File: config.mk
export PLATFORM = sky130hd
export DESIGN_NAME = dspebp_port
export DESIGN_NICKNAME = d
export VERILOG_FILES = /design/src/dspebp_pkg.sv /design/src/dspebp_port.sv
export SDC_FILE = /design/constraint.sdc
export NUM_CORES = 1
export LEC_CHECK = 0
export BUFFER_PORTS_ARGS = -buffer_cell sky130_fd_sc_hd__buf_4
export CAP_MARGIN = 0
export CORE_ASPECT_RATIO = 1.2
export CORE_MARGIN = 5
export CORE_UTILIZATION = 43
export DETAILED_ROUTE_END_ITERATION = 16
export PLACE_DENSITY = 0.74
export SETUP_SLACK_MARGIN = 0.05
export SLEW_MARGIN = 20
export SYNTH_ARGS = -nofsm -noshare
export SYNTH_HDL_FRONTEND = slang
export SYNTH_SLANG_ARGS = --single-unit
File: constraint.sdc
create_clock -name clock_i -period 1.58 [get_ports clock_i]
set_input_delay 0.474 -clock clock_i [delete_from_list [all_inputs] [get_ports clock_i]]
set_output_delay 0.474 -clock clock_i [all_outputs]
set_load 0.02 [all_outputs]
File: src/dspebp_pkg.sv
// Package for the external bus port of the signal processor core.
// Assumes a single core clock; shared by the bus port, the memory model and the bench.
package dspebp_pkg;

   // **********************************************************
   // Widths and reset values
   // **********************************************************
   localparam int ADDR_W = 16;                 // Address width per bus
   localparam int DATA_W = 16;                 // Data width per bus
   localparam logic [15:0] ADDR_RST = 16'h0000; // Address after reset
   localparam logic [15:0] DATA_RST = 16'h0000; // Data after reset
   localparam logic [1:0] BUS_X = 2'h0;        // X data bus index
   localparam logic [1:0] BUS_Y = 2'h1;        // Y data bus index
   localparam logic [1:0] BUS_P = 2'h2;        // Program bus index
   localparam int NBUS = 3;                    // Number of buses

   // **********************************************************
   // Port state machine
   // **********************************************************
   typedef enum logic [1:0] {
      DSPEBP_IDLE = 2'b00,   // No cycle running
      DSPEBP_XFER = 2'b01,   // Cycle running, waiting for acknowledge
      DSPEBP_HOLD = 2'b10    // Buses released to another master
   } dspebp_state_t;

   // Core request for one bus
   typedef struct packed {
      logic valid;              // Access wanted
      logic write;              // One for write, zero for read
      logic [15:0] addr;        // Word address
      logic [15:0] wdata;       // Data to write
   } dspebp_req_t;

   // Pin group of one bus, drive side
   typedef struct packed {
      logic [15:0] addr;        // Address lines
      logic [15:0] data;        // Data lines out
      logic data_oe;            // Data lines driven
      logic ctl_oe;             // Address and strobes driven
      logic rd_n;               // Read strobe
      logic wr_n;               // Write strobe
      logic cyc_n;              // Cycle strobe
   } dspebp_pins_t;

   // Per-bus register state
   typedef struct packed {
      logic active;             // Cycle in progress
      logic first;              // First cycle of bus cycle
      logic write;              // Direction of running cycle
      logic [15:0] addr;        // Latched address
      logic [15:0] wdata;       // Latched write data
      logic [15:0] rdata;       // Captured read data
   } dspebp_bus_t;

endpackage

File: src/dspebp_port.sv
// External bus port: X, Y and program buses with wait states and hold.
// Assumes the core holds its requests stable until done_o pulses.
`timescale 1ns/1ps

// Notes on behaviour
// Data lines driven only during writes
// Read strobe low during read access
// Write strobe low during write access
// Cycle strobe low at cycle start
// Acknowledge sampled on rising clock edge
// Wait states until acknowledge is low
// Other master requests by hold low
// Hold stops core, floats address strobes
// Grant low only while buses float
// 64k program, 2x64k data word spaces
// Each bus has own 16-bit address
// Hold release resumes core and buses
module dspebp_port #(
   parameter int NB = dspebp_pkg::NBUS
)
(
   input wire logic clock_i,
   input wire logic arst_n_i,
   input wire dspebp_pkg::dspebp_req_t [2:0] req_i,
   output logic [2:0] done_o,
   output logic [2:0][15:0] rdata_o,
   output logic core_halt_o,
   input wire logic transfer_ack_n_i,
   input wire logic bus_hold_req_n_i,
   output logic bus_release_grant_n_o,
   output dspebp_pkg::dspebp_pins_t [2:0] pins_o,
   input wire logic [2:0][15:0] data_lines_i
);

   // **********************************************************
   // State
   // **********************************************************
   typedef struct packed {
      dspebp_pkg::dspebp_state_t st;         // Port state
      logic grant;                           // Hold granted
      logic [2:0] done;                      // Completion pulses
      dspebp_pkg::dspebp_bus_t [2:0] bus;    // Per-bus state
   } dspebp_all_t;

   dspebp_all_t cur_ff; // Registered state
   dspebp_all_t nxt_cur; // Next state
   logic any_req; // Some bus wants a cycle

   // Next state logic
   always_comb
   begin
      nxt_cur = cur_ff;
      nxt_cur.done = 3'h0;
      any_req = 1'b0;
      for (int i = 0; i < NB; i++)
      begin
         any_req = any_req | req_i[i].valid;
         nxt_cur.bus[i].first = 1'b0;
      end
      case (cur_ff.st)
         dspebp_pkg::DSPEBP_IDLE:
         begin
            // Hold has priority over a new cycle
            if (!bus_hold_req_n_i)
            begin
               nxt_cur.st = dspebp_pkg::DSPEBP_HOLD;
            end
            else if (any_req)
            begin
               nxt_cur.st = dspebp_pkg::DSPEBP_XFER;
               for (int i = 0; i < NB; i++)
               begin
                  nxt_cur.bus[i].active = req_i[i].valid;
                  nxt_cur.bus[i].first = req_i[i].valid;
                  nxt_cur.bus[i].write = req_i[i].write;
                  nxt_cur.bus[i].addr = req_i[i].addr;
                  nxt_cur.bus[i].wdata = req_i[i].wdata;
               end
            end
         end
         dspebp_pkg::DSPEBP_XFER:
         begin
            // Acknowledge sampled each rising edge
            if (!transfer_ack_n_i)
            begin
               nxt_cur.st = dspebp_pkg::DSPEBP_IDLE;
               for (int i = 0; i < NB; i++)
               begin
                  nxt_cur.done[i] = cur_ff.bus[i].active;
                  nxt_cur.bus[i].active = 1'b0;
                  if (cur_ff.bus[i].active && !cur_ff.bus[i].write)
                  begin
                     nxt_cur.bus[i].rdata = data_lines_i[i];
                  end
               end
            end
         end
         dspebp_pkg::DSPEBP_HOLD:
         begin
            // Grant follows floating buses; release resumes
            nxt_cur.grant = !bus_hold_req_n_i;
            if (bus_hold_req_n_i)
            begin
               nxt_cur.st = dspebp_pkg::DSPEBP_IDLE;
            end
         end
         default:
         begin
            nxt_cur.st = dspebp_pkg::DSPEBP_IDLE;
         end
      endcase
   end

   // State register
   always_ff @(posedge clock_i or negedge arst_n_i)
   begin
      if (!arst_n_i)
      begin
         cur_ff <= '0;
      end
      else
      begin
         cur_ff <= nxt_cur;
      end
   end

   // **********************************************************
   // Pin drive, one instance per bus
   // **********************************************************
   genvar g;
   generate
      for (g = 0; g < NB; g++)
      begin : g_bus
         // Address and strobes float in hold
         assign pins_o[g].ctl_oe = (cur_ff.st != dspebp_pkg::DSPEBP_HOLD);
         assign pins_o[g].addr = cur_ff.bus[g].addr;
         // Strobes low only in running cycle
         assign pins_o[g].rd_n = !(cur_ff.bus[g].active &&
                                   !cur_ff.bus[g].write);
         assign pins_o[g].wr_n = !(cur_ff.bus[g].active &&
                                   cur_ff.bus[g].write);
         // Cycle strobe marks the first cycle
         assign pins_o[g].cyc_n = !cur_ff.bus[g].first;
         // Data driven only while writing
         assign pins_o[g].data_oe = cur_ff.bus[g].active &&
                                    cur_ff.bus[g].write;
         assign pins_o[g].data = cur_ff.bus[g].wdata;
         assign rdata_o[g] = cur_ff.bus[g].rdata;
      end
   endgenerate

   assign done_o = cur_ff.done;
   assign core_halt_o = (cur_ff.st == dspebp_pkg::DSPEBP_HOLD);
   assign bus_release_grant_n_o = !cur_ff.grant;

   // **********************************************************
   // Assertions
   // **********************************************************
   property p_data_float;
      @(posedge clock_i) disable iff (!arst_n_i)
      pins_o[0].data_oe |-> !pins_o[0].wr_n;
   endproperty
   a_data_float: assert property (p_data_float)
      else $error("X data driven outside write");

   property p_rd;
      @(posedge clock_i) disable iff (!arst_n_i)
      !pins_o[1].rd_n |-> !cur_ff.bus[1].write && pins_o[1].wr_n;
   endproperty
   a_rd: assert property (p_rd)
      else $error("Read strobe with write");

   property p_wr;
      @(posedge clock_i) disable iff (!arst_n_i)
      !pins_o[2].wr_n |-> pins_o[2].rd_n;
   endproperty
   a_wr: assert property (p_wr)
      else $error("Both strobes low");

   property p_cyc;
      @(posedge clock_i) disable iff (!arst_n_i)
      (cur_ff.st == dspebp_pkg::DSPEBP_IDLE && bus_hold_req_n_i
       && req_i[0].valid) |=> !pins_o[0].cyc_n ##1 pins_o[0].cyc_n;
   endproperty
   a_cyc: assert property (p_cyc)
      else $error("Cycle strobe not one cycle at start");

   property p_wait;
      @(posedge clock_i) disable iff (!arst_n_i)
      (cur_ff.st == dspebp_pkg::DSPEBP_XFER && transfer_ack_n_i)
      |=> cur_ff.st == dspebp_pkg::DSPEBP_XFER && done_o == 3'h0;
   endproperty
   a_wait: assert property (p_wait)
      else $error("Cycle ended without acknowledge");

   property p_ack;
      @(posedge clock_i) disable iff (!arst_n_i)
      (cur_ff.st == dspebp_pkg::DSPEBP_XFER && !transfer_ack_n_i
       && cur_ff.bus[0].active) |=> done_o[0];
   endproperty
   a_ack: assert property (p_ack)
      else $error("Acknowledge not taken");

   property p_hold;
      @(posedge clock_i) disable iff (!arst_n_i)
      !bus_release_grant_n_o |-> !pins_o[0].ctl_oe && !pins_o[1].ctl_oe
         && !pins_o[2].ctl_oe && core_halt_o;
   endproperty
   a_hold: assert property (p_hold)
      else $error("Grant while buses driven");

   property p_grant;
      @(posedge clock_i) disable iff (!arst_n_i)
      $fell(bus_release_grant_n_o) |-> $past(core_halt_o);
   endproperty
   a_grant: assert property (p_grant)
      else $error("Grant before buses floated");

   property p_release;
      @(posedge clock_i) disable iff (!arst_n_i)
      (core_halt_o && bus_hold_req_n_i) |=> !core_halt_o
         && bus_release_grant_n_o;
   endproperty
   a_release: assert property (p_release)
      else $error("Hold not released");

   c_read: cover property (@(posedge clock_i) disable iff (!arst_n_i)
      !pins_o[0].rd_n ##1 done_o[0]);
   c_waits: cover property (@(posedge clock_i) disable iff (!arst_n_i)
      !pins_o[1].wr_n [*3] ##1 done_o[1]);
   c_holdgrant: cover property (@(posedge clock_i) disable iff (!arst_n_i)
      $fell(bus_release_grant_n_o));

endmodule

# Yosys cells after proc, flatten, opt, wreduce, memory -nomap -nowiden
# Cells that the tools add are included.
# word_totals
output_inout_bits,164
regBits,159
# classes
bitwise_logic,3
eq_ne,8
reduce_logical,28
mux,21
# ops
cell,n
35-bit two-way mux,6
34-bit two-way mux,3
3-bit AND reduction,5
1-bit logical NOT,14
2-bit two-way mux,4
2-bit != test (second input constant),4
1-bit logical AND,6
1-bit one-hot mux with 2 select lines,3
2-bit one-hot mux with 3 select lines,1
4-bit two-way mux,1
4-bit AND reduction,1
3-bit two-way mux,1
3-bit != test (second input constant),1
2-bit by 1-bit == test with 1-bit output (second input constant),1
2-bit == test (second input constant),1
2-bit logical NOT,1
1-bit two-way mux,2
2-bit by 1-bit != test with 1-bit output (second input constant),1
1-bit OR,2
2-bit nonzero test,1
1-bit inverter,1

# Longest topological paths before layout
# logic_depth
depth_word,5
mapped_depth,6

# Least setup slack after synthesis
# OpenSTA, ideal clock, no wires.
# synth_timing
path_type,register -> register
startpoint,reg cur_ff[48] in the netlist's numbering
endpoint,reg cur_ff (netlist bit rdata_o[10])
n_path_buf,1
arrival_time_ps,1667
setup_slack_ps,-212
setup_time_ps,125
stages_incl_launch_ff,5
required_time_ps,1455
cell_sequence,dfrtp_1 > nand2b_1 > nor4b_4 > buf_4 > mux2_2
# synth_between
elab_chain_cells,3
# synth_lines
element,line_no,text
"start, declared",dspebp_port.sv:45,dspebp_all_t cur_ff;
"start signal, assigned",dspebp_port.sv:123,cur_ff <= nxt_cur;
1-bit logical NOT,dspebp_port.sv:91,if (cur_ff.bus[i].active && !cur_ff.bus[i].write)
1-bit logical AND,dspebp_port.sv:91,
3-bit AND reduction (no source line),n/a,
# Every way passes these cells.
# A chain may end at the register's enable or synchronous reset.

# Worst setup path after layout
# layout_timing
startpoint,reg cur_ff[158] in the netlist's numbering
endpoint,reg cur_ff (netlist bit pins_o[21])
# layout_between
elab_chain_cells,2
# layout_lines
element,line_no,text
2-bit logical NOT,dspebp_port.sv:60,case (cur_ff.st)
3-bit AND reduction (no source line),n/a,
# Every way passes these cells.

==> metrics.md <==
| Metric | Value |
|---|---|
| Worst EP arrival | `2.05 ns` |
| Critical path class | `reg2reg` |
| Total grt overflow | `0` |
| Final ANT Viol Nets | `0` |
| Minimum hold slack | `0.236 ns` |
| Critical Path RT | `1.88 ns` |
| Maximum VDD drop | `854 µV` |
| Fin crit share | `1.11` |
| H-tree depth | `4` |
| CTS root buf | `clkbuf_16` |
| Row cnt | `51` |
| Startpoint Class | `flip-flop` |
| Hold endpoint | `cur_ff[158]` |
| Fin cells | `957` |
| Die Wd | `128 µm` |
| Layout area overhead | `48.3%` |
| Critical path's largest stage delay | `0.41 ns` |
| Worst path cell trace | `buf_6, nor3b_4, o31a_4, clkbuf_16, clkbuf_16, mux2_4` |
| Pwr/cell area | `1710 nW/µm²` |
| Synthesized netlist cell count | `507` |
| Drt pass-1 iters | `4` |
| Final slew viol count | `0` |
| Worst Skew | `0.00686 ns` |
| WHS Path Cells | `2` |
| GRT Total Usage | `0.181` |
| Initial Utilization | `0.440` |
| Placed Area | `8850 µm²` |
| CTS tree | `built` |
| Reg-to-reg endpoint | `pins_o[21]` |
| Core area | `16300 µm²` |
| # DRC | `0` |
| Routed wire per std cell | `20.5 µm` |
| Outcome | `finished, violations left` |
| Pleak | `0.00552 µW` |
| Port Buffers | `317` |
| 1st-iter DRT viols | `100` |
| Top cell by count, worst path | `clkbuf_16` |
| Synth Cell Area | `7180 µm²` |
| Worst skew pair latency | `0.42 ns` |
| Period minus WS final | `1.75 ns` |
| R2r setup slk | `-0.17 ns` |
| Slew at the pin closest to its max-slew limit | `0.379 ns` |
| GP Congestion | `0.778` |
| RR Startpoint | `cur_ff[158]` |
| Antenna cells | `0` |
| Final Hold Violating Endpoints | `0` |
| Worst Hold Class | `in2reg` |
| Vias per inst | `4.76` |
| CP Capture Type | `flip-flop` |
| Final net count | `886` |
| Yosys reg bits | `159` |
| Reg2reg path depth | `6` |
| First-pass GRT wire length | `27.2 mm` |
| Fmax | `570 MHz` |
| Max clock buf depth | `2` |
| Placed instance count | `893` |
| YS warnings | `0` |
| Fillcell total | `1178` |
| Multi-input logic area | `2520 µm²` |
| Failing checks | `setup timing` |
| Mapped Nets | `661` |
| Final worst setup slack | `-0.175 ns` |
| Reg clk slew, reported paths | `0.06 ns` |
| Unique masters post-synth | `21` |
| Max-Cap Viols | `0` |
| CTS Buf Count | `17` |
| Slowest CP cell | `dfrtp_2` |
| Hpwl dp | `13.0 mm` |
| Design Area, Final | `10700 µm²` |
| Total die area | `19400 µm²` |
| Via count | `4556` |
| Layout cells sized above 1 | `0.768` |
| Min-Delay Startpoint | `bus_hold_req_n_i` |
| Synth Area per Inst | `14.2 µm²` |
| CTS Sinks | `159` |
| Vias in the first global route | `5206` |
| RSZ-0062 raised after global routing | `yes` |
| Critical Path Fanout Max | `7` |
| Slew margin rel. | `0.746` |
| Antenna violations before repair | `0` |
| Largest net degree at the start of global routing | `43` |
| Sequential share of the synthesized area | `0.554` |
| Routed WL | `19.6 mm` |
| Sequential cell area | `3980 µm²` |
| Die Ht | `152 µm` |
| # setup viols final | `149` |
| Ports | `318` |
per-layer routing:
layer | global-route usage | vias up | share of wire
li1 | - | 2003 | -
met1 | 0.185 | 2285 | 0.35
met2 | 0.325 | 229 | 0.53
met3 | 0.0750 | 39 | 0.091
met4 | 0.0780 | 0 | 0.026
met5 | 0 | - | 0
how the worst max path moves through the flow:
stage                          start     endpoint  slack [ns]  depth (start not counted)
global placement    bus_hold_req_n_i   pins_o[14]       -0.21                          5
floorplan                 cur_ff[48]  rdata_o[10]       -0.07                          4
finish                   cur_ff[158]   pins_o[21]       -0.17                          6
global route             cur_ff[157]  core_halt_o       -0.23                          4
CTS                      cur_ff[157]  core_halt_o       -0.18                          4
detailed placement  bus_hold_req_n_i   pins_o[29]       -0.24                          5
Yosys cell counts:
cell type | count | area share
a31o_2 | 3 | 0.0037
and2_1 | 6 | 0.0052
buf_12 | 1 | 0.0028
buf_4 | 158 | 0.17
buf_6 | 3 | 0.0047
buf_8 | 1 | 0.0021
dfrtp_1 | 159 | 0.55
inv_1 | 8 | 0.0042
mux2_2 | 137 | 0.21
mux2_4 | 10 | 0.021
nand2_1 | 6 | 0.0031
nand2b_1 | 4 | 0.0035
nand3b_1 | 1 | 0.0010
nand3b_2 | 2 | 0.0031
nor2_1 | 2 | 0.0010
nor3b_2 | 1 | 0.0017
nor3b_4 | 1 | 0.0026
nor4b_4 | 1 | 0.0033
o21ai_0 | 1 | 0.00070
o31a_1 | 1 | 0.0012
o31ai_1 | 1 | 0.0010
cells by family after synthesis:
logic type	after synthesis	share of synthesized area
AOI/OAI and AO/OA	6	0.00662
buffers and inverters	171	0.179
DFF	159	0.554
muxes	147	0.236
and+or+nand+nor	24	0.0247
per-stage QoR:
stage	setup slack [ns]	setup TNS, ns	util	total power, µW
floorplan	-0.0705	-1.71	-	11500
global placement	-0.212	-18.22	0.542	12600
detailed placement	-0.241	-20.24	0.542	12800
CTS	-0.181	-16.73	0.615	17700
global route	-0.235	-23.69	0.652	19000
finish	-0.175	-16.22	0.652	18200
critical path, delay by kind of cell (launching register included):
family	cells	cell delay [ns]
buffers and inverters	3	0.46
flip-flops	1	0.41
multiplexers	1	0.30
AO/OA/AOI/OAI	1	0.24
AND/OR/NAND/NOR	1	0.22
layout by cell type, fill, tap and decap left out, types with 6 or more instances in the layout:
master / n
buf_16: 7
buf_4: 321
clkbuf_16: 26
mux2_4: 147
and2_1: 6
buf_6: 22
dfrtp_1: 155
buf_12: 7
cell type report:
type,count,area share
Clock buffer,18,0.0412
Clock inverter,14,0.0147
Inverter,8,0.00282
Multi-Input combinational cell,177,0.237
Sequential cell,159,0.374
Tap cell,212,0.0249
Timing Repair Buffer,369,0.306
timing repair:
item | 4_1_cts | 5_1_grt
buffers inserted | 13 | 2
pin swaps | 3 | 4
gates resized for setup | 92 | 95
gates cloned | 5 | 11
endpoints found under the setup margin | 160 | 160
hold endpoints to repair | 26 | 0
hold buffers | 1 | 0
state kept, by name, summed over array words and instances (netlist names):
register  cells
rdata_o      48
done_o        3
cur_ff       12
pins_o       96
power by group:
group	internal, µW	switching (µW)	leakage [µW]	total [µW]
logic	4310	3470	0.00331	7780
registers	5470	906	0.00193	6370
clock network	2400	1700	0.000286	4100
Power figures use the tool's default switching activity.
